## src/rf_cmd_defs.vh

```
// constants for the rangefinder uart command interpreter
// assumes a 40 MHz clock and an 8n1 serial link to the host
//
// Behaviour
// continuous start: addr 06 03 chk; results addr 06 83 digits chk
// 1mm sends ddd.ddd; 0.1mm sends ddd.dddd with 2E point
// every result digit is sent as its ascii character code
// failed result sends ER-- dd (1mm) or ERA-- dd (0.1mm)
// stop: addr 04 02 chk answered by addr 04 82 chk
// laser: addr 06 05 p chk; 01 turns laser on, 00 off
// address change: old 04 01 new chk; reply 04 81 or 84 81 02
// any address 00..FF accepted; default address is 80
// rate: 04 0A code; 00/05/0A/14 valid; reply 8A or 84 8A 01
// offset: 04 06 sign magnitude; reply 8B or 84 8B 01
// offset sign 2D means negative, 2B means positive
// resolution: 04 0C p; 01 selects 1mm, 02 selects 0.1mm
// resolution reply 04 8C on success, 84 8C 01 on failure
// interval: 04 05 seconds; continuous results spaced by that
// interval reply 04 85 on success, 84 85 01 on failure
// power-on measure: 04 0D 01/00; reply 8D or 84 8D 01
// with power-on measure enabled, continuous starts after reset
// broadcast FA 06 06 FA measures once and sends no reply
// buffer read addr 06 07 returns the stored result frame
// last byte is two's complement of the byte sum
// link is 8n1 at 9600 baud
// single result and buffer read use header addr 06 82
// act only on own or broadcast address with good checksum
// continuous results continue until stop, stop wins before next; the code drops a stop that ends while a reply is sent or as a result is loaded
// settings are held in storage ports that survive power cycles; only address, resolution and power-on flag are read back
`ifndef RF_CMD_DEFS_VH
`define RF_CMD_DEFS_VH
`define CLK_HZ          40000000
`define BAUD_RATE       9600
`define BAUD_DIV        (`CLK_HZ / `BAUD_RATE)
`define ADDR_DEFAULT    8'h80
`define ADDR_BCAST      8'hFA
`define LEN_SHORT       8'h04
`define LEN_LONG        8'h06
`define LEN_FAIL        8'h84
`define OP_SETADDR      8'h01
`define OP_STOP         8'h02
`define OP_CONT         8'h03
`define OP_LASER_IVL    8'h05
`define OP_BCAST_OFS    8'h06
`define OP_READBUF      8'h07
`define OP_FREQ         8'h0A
`define OP_RES          8'h0C
`define OP_PWRON        8'h0D
`define RSP_BIT         8'h80
`define RSP_SINGLE      8'h82
`define RSP_CONT        8'h83
`define RSP_OFS         8'h8B
`define ERR_ADDR        8'h02
`define ERR_GEN         8'h01
`define SIGN_NEG        8'h2D
`define SIGN_POS        8'h2B
`define ASC_POINT       8'h2E
`define ASC_ZERO        8'h30
`define ASC_E           8'h45
`define ASC_R           8'h52
`define ASC_A           8'h41
`define ASC_DASH        8'h2D
`define RES_1MM         8'h01
`define RES_01MM        8'h02
`define FREQ_3          8'h00
`define FREQ_5          8'h05
`define FREQ_10         8'h0A
`define FREQ_20         8'h14
`define SEC_CYCLES      40000000
`endif

```

## src/uart_rx.v

```verilog
// 8n1 serial receiver, one byte out per pulse
// assumes rx_pin is asynchronous and idles high
`timescale 1ns/10ps
`include "rf_cmd_defs.vh"
module uart_rx #(
   parameter DIV = `BAUD_DIV
) (
   // clock and reset
   input  wire       clock,
   input  wire       sys_rst,
   // line
   input  wire       rx_pin,
   // byte out
   output reg  [7:0] rx_data,
   output reg        rx_valid
);
   reg        s1_reg;
   reg        s2_reg;
   reg [15:0] cnt_reg;
   reg [3:0]  bit_reg;
   reg        busy_reg;
   reg [7:0]  sh_reg;
   // ==================================================
   // receive
   // two-stage sync then mid-bit sampling
   always @(posedge clock) begin
      s1_reg <= rx_pin;
      s2_reg <= s1_reg;
      rx_valid <= 1'b0;
      if (sys_rst) begin
         s1_reg <= 1'b1;
         s2_reg <= 1'b1;
         busy_reg <= 1'b0;
         cnt_reg <= 16'h0000;
         bit_reg <= 4'h0;
         sh_reg <= 8'h00;
         rx_data <= 8'h00;
      end else if (!busy_reg) begin
         if (!s2_reg) begin
            busy_reg <= 1'b1;
            cnt_reg <= DIV[16:1];
            bit_reg <= 4'h0;
         end
      end else if (cnt_reg != 16'h0000) begin
         cnt_reg <= cnt_reg - 16'h0001;
      end else begin
         cnt_reg <= DIV[15:0] - 16'h0001;
         bit_reg <= bit_reg + 4'h1;
         if (bit_reg == 4'h0) begin
            // false start glitch is dropped
            if (s2_reg)
               busy_reg <= 1'b0;
         end else if (bit_reg == 4'h9) begin
            busy_reg <= 1'b0;
            if (s2_reg) begin
               rx_data <= sh_reg;
               rx_valid <= 1'b1;
            end
         end else begin
            sh_reg <= {s2_reg, sh_reg[7:1]};
         end
      end
   end
endmodule

```

## src/uart_tx.v

```verilog
// 8n1 serial transmitter with ready/valid byte input
// assumes the line idles high
`timescale 1ns/10ps
`include "rf_cmd_defs.vh"
module uart_tx #(
   parameter DIV = `BAUD_DIV
) (
   // clock and reset
   input  wire       clock,
   input  wire       sys_rst,
   // byte in
   input  wire [7:0] tx_data,
   input  wire       tx_valid,
   output wire       tx_ready,
   // line
   output reg        tx_pin
);
   reg [15:0] cnt_reg;
   reg [3:0]  bit_reg;
   reg [8:0]  sh_reg;
   reg        busy_reg;
   assign tx_ready = !busy_reg;
   // ==================================================
   // shifter
   // start, eight data lsb first, one stop
   always @(posedge clock) begin
      if (sys_rst) begin
         tx_pin <= 1'b1;
         busy_reg <= 1'b0;
         cnt_reg <= 16'h0000;
         bit_reg <= 4'h0;
         sh_reg <= 9'h1FF;
      end else if (!busy_reg) begin
         if (tx_valid) begin
            busy_reg <= 1'b1;
            tx_pin <= 1'b0;
            sh_reg <= {1'b1, tx_data};
            cnt_reg <= DIV[15:0] - 16'h0001;
            bit_reg <= 4'h0;
         end
      end else if (cnt_reg != 16'h0000) begin
         cnt_reg <= cnt_reg - 16'h0001;
      end else if (bit_reg == 4'h9) begin
         busy_reg <= 1'b0;
      end else begin
         tx_pin <= sh_reg[0];
         sh_reg <= {1'b1, sh_reg[8:1]};
         cnt_reg <= DIV[15:0] - 16'h0001;
         bit_reg <= bit_reg + 4'h1;
      end
   end
endmodule

```

## src/rf_cmd.v

```verilog
// command interpreter for the rangefinder serial link
// assumes a measurement engine outside: meas_start pulse in, meas_done
// pulse back with bcd digits; nonvolatile store on the nv ports
`timescale 1ns/10ps
`include "rf_cmd_defs.vh"
module rf_cmd #(
   parameter DIV        = `BAUD_DIV,
   parameter SEC_CYC    = `SEC_CYCLES
) (
   // clock and reset
   input  wire        clock,
   input  wire        sys_rst,
   // serial pins
   input  wire        rx_pin,
   output wire        tx_pin,
   // measurement engine
   output reg         meas_start,
   input  wire        meas_done,
   input  wire        meas_fail,
   input  wire [27:0] meas_bcd,
   input  wire [7:0]  meas_err,
   // laser and settings
   output reg         laser_on,
   output reg  [7:0]  freq_code,
   output reg         offset_negative,
   output reg  [7:0]  offset_magnitude,
   output reg  [7:0]  measure_interval_seconds,
   output reg         continuous_active,
   // nonvolatile store
   input  wire [7:0]  nv_addr,
   input  wire        nv_valid,
   input  wire        nv_pwron,
   input  wire        nv_res_fine,
   output reg  [7:0]  module_addr,
   output reg         res_fine,
   output reg         pwron_enable,
   output reg         nv_write
);
   localparam S_IDLE = 4'b0001;
   localparam S_HDR  = 4'b0010;
   localparam S_SEND = 4'b0100;
   localparam S_WAIT = 4'b1000;
   wire [7:0] rx_data;
   wire       rx_valid;
   wire       tx_ready;
   uart_rx #(.DIV(DIV)) u_rx (
      .clock    (clock),
      .sys_rst  (sys_rst),
      .rx_pin   (rx_pin),
      .rx_data  (rx_data),
      .rx_valid (rx_valid)
   );
   // ==================================================
   // frame collection
   reg [7:0]  fb_reg [0:5];
   reg [2:0]  fcnt_reg;
   reg [7:0]  fsum_reg;
   reg        fdone_reg;
   reg [2:0]  flen_reg;
   wire [2:0] exp_len = (rx_data == `OP_LASER_IVL && fb_reg[1] == `LEN_LONG)
                        ? 3'd5 :
                        (fb_reg[1] == `LEN_LONG) ? 3'd4 :
                        (rx_data == `OP_STOP) ? 3'd4 :
                        (rx_data == `OP_BCAST_OFS) ? 3'd6 : 3'd5;
   integer i;
   always @(posedge clock) begin
      fdone_reg <= 1'b0;
      if (sys_rst) begin
         fcnt_reg <= 3'd0;
         fsum_reg <= 8'h00;
         flen_reg <= 3'd4;
         for (i = 0; i < 6; i = i + 1)
            fb_reg[i] <= 8'h00;
      end else if (rx_valid) begin
         fb_reg[fcnt_reg] <= rx_data;
         fsum_reg <= fsum_reg + rx_data;
         if (fcnt_reg == 3'd2)
            flen_reg <= exp_len;
         if (fcnt_reg >= 3'd3 && fcnt_reg + 3'd1 == flen_reg) begin
            fcnt_reg <= 3'd0;
            fsum_reg <= 8'h00;
            // sum plus checksum is zero when valid
            fdone_reg <= ((fsum_reg + rx_data) == 8'h00);
         end else begin
            fcnt_reg <= fcnt_reg + 3'd1;
         end
      end
   end
   // accept own or broadcast address only
   wire for_me = (fb_reg[0] == module_addr) || (fb_reg[0] == `ADDR_BCAST);
   wire [7:0] op  = fb_reg[2];
   wire [7:0] p1  = fb_reg[3];
   wire       lng = (fb_reg[1] == `LEN_LONG);
   // ==================================================
   // reply builder
   reg [7:0]  ob_reg [0:11];
   reg [3:0]  olen_reg;
   reg [3:0]  oidx_reg;
   reg [7:0]  osum_reg;
   reg [3:0]  st_reg;
   reg        res_cont_reg;
   reg [27:0] buf_bcd_reg;
   reg [7:0]  buf_err_reg;
   reg        buf_fail_reg;
   reg [31:0] ivl_reg;
   reg        single_pend_reg;
   reg        cont_pend_reg;
   reg        boot_reg;
   wire       tx_go = (st_reg == S_SEND);
   wire [7:0] tx_byte = (oidx_reg == olen_reg) ? (8'h00 - osum_reg)
                                               : ob_reg[oidx_reg];
   uart_tx #(.DIV(DIV)) u_tx (
      .clock    (clock),
      .sys_rst  (sys_rst),
      .tx_data  (tx_byte),
      .tx_valid (tx_go),
      .tx_ready (tx_ready),
      .tx_pin   (tx_pin)
   );
   // ascii of one bcd nibble
   function [7:0] asc;
      input [3:0] d;
      begin
         // digit becomes ascii code
         asc = `ASC_ZERO | {4'h0, d};
      end
   endfunction
   // build result frame: ack header plus digits or error text
   task load_result;
      input [7:0] code;
      begin
         ob_reg[0] <= module_addr;
         ob_reg[1] <= `LEN_LONG;
         ob_reg[2] <= code;
         if (buf_fail_reg) begin
            // error text in place of digits
            ob_reg[3] <= `ASC_E;
            ob_reg[4] <= `ASC_R;
            ob_reg[5] <= res_fine ? `ASC_A : `ASC_DASH;
            ob_reg[6] <= `ASC_DASH;
            ob_reg[7] <= res_fine ? `ASC_DASH : asc(buf_err_reg[7:4]);
            ob_reg[8] <= res_fine ? asc(buf_err_reg[7:4])
                                  : asc(buf_err_reg[3:0]);
            ob_reg[9] <= asc(buf_err_reg[3:0]);
            olen_reg <= res_fine ? 4'd10 : 4'd9;
         end else begin
            // three digits, point, three or four digits
            ob_reg[3] <= asc(buf_bcd_reg[27:24]);
            ob_reg[4] <= asc(buf_bcd_reg[23:20]);
            ob_reg[5] <= asc(buf_bcd_reg[19:16]);
            ob_reg[6] <= `ASC_POINT;
            ob_reg[7] <= asc(buf_bcd_reg[15:12]);
            ob_reg[8] <= asc(buf_bcd_reg[11:8]);
            ob_reg[9] <= asc(buf_bcd_reg[7:4]);
            ob_reg[10] <= asc(buf_bcd_reg[3:0]);
            olen_reg <= res_fine ? 4'd11 : 4'd10;
         end
      end
   endtask
   task load_ack;
      input       ok;
      input [7:0] code;
      input [7:0] err;
      begin
         ob_reg[0] <= module_addr;
         ob_reg[1] <= ok ? `LEN_SHORT : `LEN_FAIL;
         ob_reg[2] <= code;
         ob_reg[3] <= err;
         olen_reg <= ok ? 4'd3 : 4'd4;
      end
   endtask
   wire freq_ok = (p1 == `FREQ_3) || (p1 == `FREQ_5) ||
                  (p1 == `FREQ_10) || (p1 == `FREQ_20);
   wire res_ok  = (p1 == `RES_1MM) || (p1 == `RES_01MM);
   wire pwr_ok  = (p1 == 8'h00) || (p1 == 8'h01);
   wire ofs_ok  = (p1 == `SIGN_NEG) || (p1 == `SIGN_POS);
   wire ivl_ok  = (p1 != 8'h00);
   // ==================================================
   // main control
   always @(posedge clock) begin
      meas_start <= 1'b0;
      nv_write <= 1'b0;
      if (sys_rst) begin
         st_reg <= S_IDLE;
         oidx_reg <= 4'd0;
         olen_reg <= 4'd0;
         osum_reg <= 8'h00;
         // default address until another is set
         module_addr <= `ADDR_DEFAULT;
         res_fine <= 1'b0;
         pwron_enable <= 1'b0;
         laser_on <= 1'b0;
         freq_code <= `FREQ_3;
         offset_negative <= 1'b0;
         offset_magnitude <= 8'h00;
         measure_interval_seconds <= 8'h01;
         continuous_active <= 1'b0;
         res_cont_reg <= 1'b0;
         buf_bcd_reg <= 28'h0000000;
         buf_err_reg <= 8'h00;
         buf_fail_reg <= 1'b0;
         ivl_reg <= 32'd0;
         single_pend_reg <= 1'b0;
         cont_pend_reg <= 1'b0;
         boot_reg <= 1'b1;
         for (i = 0; i < 12; i = i + 1)
            ob_reg[i] <= 8'h00;
      end else begin
         // stored settings loaded once after reset
         if (boot_reg && nv_valid) begin
            boot_reg <= 1'b0;
            module_addr <= nv_addr;
            res_fine <= nv_res_fine;
            pwron_enable <= nv_pwron;
            // power-on measure starts continuous mode
            continuous_active <= nv_pwron;
            ivl_reg <= 32'd0;
         end
         if (meas_done) begin
            buf_bcd_reg <= meas_bcd;
            buf_err_reg <= meas_err;
            buf_fail_reg <= meas_fail;
            if (continuous_active)
               cont_pend_reg <= 1'b1;
         end
         // measurements spaced by interval seconds
         if (continuous_active) begin
            if (ivl_reg == 32'd0) begin
               meas_start <= 1'b1;
               ivl_reg <= SEC_CYC * measure_interval_seconds;
            end else begin
               ivl_reg <= ivl_reg - 32'd1;
            end
         end
         case (st_reg)
            S_IDLE: begin
               if (cont_pend_reg && continuous_active && !meas_done) begin
                  // continuous result frame
                  cont_pend_reg <= 1'b0;
                  load_result(`RSP_CONT);
                  st_reg <= S_HDR;
               end else if (fdone_reg && for_me) begin
                  st_reg <= S_HDR;
                  case ({lng, op})
                     {1'b1, `OP_CONT}: begin
                        continuous_active <= 1'b1;
                        ivl_reg <= 32'd0;
                        st_reg <= S_IDLE;
                     end
                     {1'b1, `OP_STOP}: begin
                        single_pend_reg <= 1'b1;
                        meas_start <= 1'b1;
                        st_reg <= S_IDLE;
                     end
                     {1'b0, `OP_STOP}: begin
                        // stop drops a pending continuous result
                        continuous_active <= 1'b0;
                        cont_pend_reg <= 1'b0;
                        // stop acknowledge
                        load_ack(1'b1, `RSP_SINGLE, 8'h00);
                     end
                     {1'b1, `OP_LASER_IVL}: begin
                        // laser switch, no reply
                        if (p1 == 8'h01)
                           laser_on <= 1'b1;
                        else if (p1 == 8'h00)
                           laser_on <= 1'b0;
                        st_reg <= S_IDLE;
                     end
                     {1'b1, `OP_BCAST_OFS}: begin
                        // broadcast measure, silent
                        meas_start <= 1'b1;
                        st_reg <= S_IDLE;
                     end
                     {1'b1, `OP_READBUF}: begin
                        // buffer read as single result
                        load_result(`RSP_SINGLE);
                     end
                     {1'b0, `OP_SETADDR}: begin
                        // any byte is a legal new address
                        module_addr <= p1;
                        nv_write <= 1'b1;
                        load_ack(1'b1, `OP_SETADDR | `RSP_BIT, 8'h00);
                        ob_reg[0] <= p1;
                     end
                     {1'b0, `OP_FREQ}: begin
                        // frequency code check
                        if (freq_ok)
                           freq_code <= p1;
                        nv_write <= freq_ok;
                        load_ack(freq_ok, `OP_FREQ | `RSP_BIT, `ERR_GEN);
                     end
                     {1'b0, `OP_BCAST_OFS}: begin
                        // offset sign and magnitude
                        if (ofs_ok) begin
                           offset_negative <= (p1 == `SIGN_NEG);
                           offset_magnitude <= fb_reg[4];
                        end
                        nv_write <= ofs_ok;
                        load_ack(ofs_ok, `RSP_OFS, `ERR_GEN);
                     end
                     {1'b0, `OP_RES}: begin
                        // resolution select
                        if (res_ok)
                           res_fine <= (p1 == `RES_01MM);
                        nv_write <= res_ok;
                        load_ack(res_ok, `OP_RES | `RSP_BIT, `ERR_GEN);
                     end
                     {1'b0, `OP_LASER_IVL}: begin
                        // interval acknowledge
                        if (ivl_ok)
                           measure_interval_seconds <= p1;
                        nv_write <= ivl_ok;
                        load_ack(ivl_ok, `OP_LASER_IVL | `RSP_BIT,
                                 `ERR_GEN);
                     end
                     {1'b0, `OP_PWRON}: begin
                        // power-on measure flag
                        if (pwr_ok)
                           pwron_enable <= p1[0];
                        nv_write <= pwr_ok;
                        load_ack(pwr_ok, `OP_PWRON | `RSP_BIT, `ERR_GEN);
                     end
                     default: st_reg <= S_IDLE;
                  endcase
               end else if (single_pend_reg && meas_done) begin
                  single_pend_reg <= 1'b0;
                  res_cont_reg <= 1'b1;
               end else if (res_cont_reg) begin
                  res_cont_reg <= 1'b0;
                  load_result(`RSP_SINGLE);
                  st_reg <= S_HDR;
               end
            end
            S_HDR: begin
               oidx_reg <= 4'd0;
               osum_reg <= 8'h00;
               st_reg <= S_SEND;
            end
            S_SEND: begin
               if (tx_ready) begin
                  osum_reg <= osum_reg + tx_byte;
                  st_reg <= S_WAIT;
               end
            end
            S_WAIT: begin
               if (oidx_reg == olen_reg) begin
                  st_reg <= S_IDLE;
               end else begin
                  oidx_reg <= oidx_reg + 4'd1;
                  st_reg <= S_SEND;
               end
            end
            default: st_reg <= S_IDLE;
         endcase
      end
   end
endmodule

```

## config.mk

```make
export PLATFORM = sky130hd
export DESIGN_NAME = rf_cmd
export DESIGN_NICKNAME = d
export VERILOG_FILES = /design/src/uart_rx.v /design/src/uart_tx.v /design/src/rf_cmd.v
export VERILOG_INCLUDE_DIRS = /design/src
export SDC_FILE = /design/constraint.sdc
export NUM_CORES = 1
export LEC_CHECK = 0
export ABC_CLOCK_PERIOD_IN_PS = 13350
export BUFFER_PORTS_ARGS = -buffer_cell sky130_fd_sc_hd__buf_4
export CAP_MARGIN = 30
export CORE_UTILIZATION = 55
export CTS_CLUSTER_DIAMETER = 50
export CTS_CLUSTER_SIZE = 20
export DETAILED_ROUTE_END_ITERATION = 8
export PLACE_DENSITY = 0.76
export RECOVER_POWER = 50
export SYNTH_ARGS = -nofsm -noshare
export SYNTH_HDL_FRONTEND = slang
export SYNTH_SLANG_ARGS = --single-unit
```

## constraint.sdc

```tcl
create_clock -name clock -period 13.35 [get_ports clock]
set_input_delay 0.6675 -clock clock [delete_from_list [all_inputs] [get_ports clock]]
set_output_delay 0.6675 -clock clock [all_outputs]
set_load 0.01 [all_outputs]
```

==> results_dict.tcl <==
set metrics [dict create \
    grt_max_degree 88 \
    fin_crit_sh_pct 60.3 \
    avgSynthCellArea_sq_um 8.78 \
    tns_ps 0 \
    power_density_nw_per_um2 148 \
    viasPerCell 6.03 \
    track_usage_pct 27.6 \
    antenna_found_initial 0 \
    violations "max-capacitance violations, max-slew violations" \
    vdd_drop_max_v 0.000189 \
    cp-start-kind "input port" \
    die_w_microns 178 \
    portBuffers 91 \
    path_clk_slew_ps 70 \
    synth-async-reset-ratio_pct 0 \
    rows 64 \
    r2r_end "ivl_reg[31]" \
    worstReg2RegStart "measure_interval_seconds[6]" \
    drv_slew 215 \
    required_ps 13570 \
    drt-pass1-iter-count 5 \
    p_switching_mw 1.00 \
    power_report.internal_total_mw 1.80 \
    routabilityCongestion 0.924 \
    cts_tree "yes" \
    syn_to_final_growth_pct 10.9 \
    cts_buffers 34 \
    grt_overflow 0 \
    grt_pass1_wl_microns 70600 \
    final_util_pct 61.9 \
    nets 2154 \
    reg2regPathDepth 14 \
    rsz0062_at_grt "no" \
    post_drt_wl_per_cell_microns 18.1 \
    synth_edf_count 40 \
    r2r_slack_ps 8540 \
    htreeDepth 2 \
    fin_area_sq_um 18900 \
    wl_microns 43500 \
    syn-cell-area_sq_um 17000 \
    ys.warnings.count 0 \
    syn_nets 2112 \
    max_freq_mhz 124 \
    drt_iter0_markers 1148 \
    dpl.cell_count 2340 \
    ys_seq_area_share_pct 38.5 \
    io_pins 92 \
    maxCapViolations 3 \
    whs_path_depth 2 \
    outcome "finished, violations left" \
    netSwitchingFraction_pct 35.7 \
    post_synth_inst_count 1939 \
    place.detailed.hpwl_microns 30500 \
    placed_area_sq_um 17900 \
    start_util_pct 55.8 \
    worstSetupStartpoint "sys_rst" \
    seqPwrFrac_pct 37.2 \
    fin_crit_ps 8040 \
    holdBufCountCts 0 \
    clockBufferDepth 3 \
    final_common_cell "dfxtp_1" \
    p_comb_share_pct 28.8 \
    p_leak_nw 7.74 \
    relSlewSlack_pct -144 \
    clock_power_share_pct 34.0 \
    worstPathMaxFanout 87 \
    critPathCaptureType "register" \
    clock_latency_ps 530 \
    root_buffer "clkbuf_16" \
    finClkSkew_ps 27.4 \
    drive_gt1_share_pct 8.67 \
    clkSinkCount 307 \
    hp-class "input port to register" \
    largest_reg_flops 51 \
    crit_type "input port to register" \
    final_cell_mix "267 x dfxtp_1, 264 x nor2_1, 173 x nand2_1" \
    final_hold_viol_count 0 \
    hp-start "rx_pin" \
    netlist-cell-type-count 94 \
    fp.dieH_microns 178 \
    grt_pass1_vias 13900 \
    worstMarginPinSlew_ps 3650 \
    post_cts_resized 0 \
    vias 14500 \
    drc_errors 0 \
    finalSetupViolations 0 \
    ys.flop_type "dfxtp_1" \
    core_area_sq_um 30500 \
    crit_arrival_ps 8260 \
    synth-seq-cells 307 \
    cts_setup_buffers 0 \
    fin_cells 2403 \
    fp.dieArea_sq_um 31600 \
    drtAntennaViolNets 0 \
    worstSetupEndpoint "fb_reg[4][2]" \
]
-- critical path: stages --
cell      delay, ps
clkbuf_1       2030
clkbuf_1       2180
clkbuf_1       2690
or2_2           570
-- power groups by stage --
stage          clock (mW)  combinational, mW  sequential, mW
3_5_place_dp            0              0.784            1.06
5_1_grt              1.01              0.891            1.05
3_3_place_gp            0              0.774            1.06
4_1_cts             0.962              0.793            1.04
2_1_floorplan           0              0.624            1.04
6_report            0.951              0.806            1.04
-- worst min-delay path by stage --
| stage | to | slack [ps] |
|---|---|---|
| 4_1_cts | u_rx.s1_reg | 310 |
| 2_1_floorplan | u_rx.s2_reg | 390 |
| 3_5_place_dp | u_rx.s2_reg | 390 |
| 6_report | u_rx.s1_reg | 320 |
| 5_1_grt | u_rx.s1_reg | 320 |
| 3_3_place_gp | u_rx.s2_reg | 390 |
-- area by class of cell --
type / count / area (sq um)
inverter: 66 / 248
multi-input combinational: 1464 / 9800
sequential: 307 / 6550
fill: 2602 / 11600
tap: 396 / 495
antenna: 1 / 2.50
clock inverter: 25 / 274
clock buffer: 36 / 868
timing repair buffer: 108 / 639
-- through the flow --
step / hold WS (ps) / total power, mW / worst slack (ps)
5_1_grt: 324 / 2.95 / 4640
6_report: 323 / 2.80 / 5310
3_3_place_gp: 394 / 1.83 / 8650
2_1_floorplan: 389 / 1.67 / 8900
4_1_cts: 306 / 2.79 / 8540
3_5_place_dp: 394 / 1.84 / 8590
-- metal layers --
metal / vias to the layer above / part of all wire, % / track usage, %
met3: 75 / 5.6 / 3.21
met1: 6922 / 45 / 37.8
li1: 7057 / - / -
met5: - / 0 / 0
met4: 0 / 2.2 / 8.33
met2: 426 / 47 / 45.5
-- kinds of logic (layout without fill, tap and decap cells) --
| group | count (synthesis) | count (layout) | share of synthesized area [%] |
|---|---|---|---|
| simple gates | 753 | 753 | 21.4 |
| compound gates | 413 | 413 | 15.9 |
| flops | 307 | 307 | 38.5 |
| buf+inv | 168 | 235 | 3.96 |
| fa+ha+maj | 121 | 121 | 9.78 |
| mux | 117 | 117 | 7.37 |
| xor+xnor | 60 | 60 | 3.09 |
| other cells | 0 | 1 | 0 |
-- synthesized netlist by cell type (all sizes together) (5+ instances only) --
library cell  count  area share (%)
mux4              6            0.79
o21ai            79             2.3
o21bai            8            0.35
nor4b             9            0.46
a21oi           131             3.9
xor2             18            0.93
nand2b            9            0.33
nand2           174             3.9
a311oi           16            0.82
a211o             5            0.26
a221oi            5            0.26
o21a             11            0.49
mux2i           105             6.2
nor3             58             1.7
nand3            53             1.6
nand4            16            0.59
and3             10            0.37
edfxtp           40             7.1
a31oi            19            0.70
or4              14            0.69
o211ai           28             1.3
nand3b           13            0.57
ha              101             7.4
xnor2            42             2.2
nor2b             8            0.29
a211oi           31             1.5
buf              22            0.74
a22o              8            0.41
fa               20             2.4
o31a              5            0.26
or3              22            0.83
mux2              6            0.40
clkbuf           80             1.8
a22oi             8            0.35
nor2            264             5.8
nor4             39             1.6
inv              65             1.4
and2             28             1.0
or2              15            0.55
dfxtp           267              31
a21o             20            0.88
(Power assumes the default switching activity.)
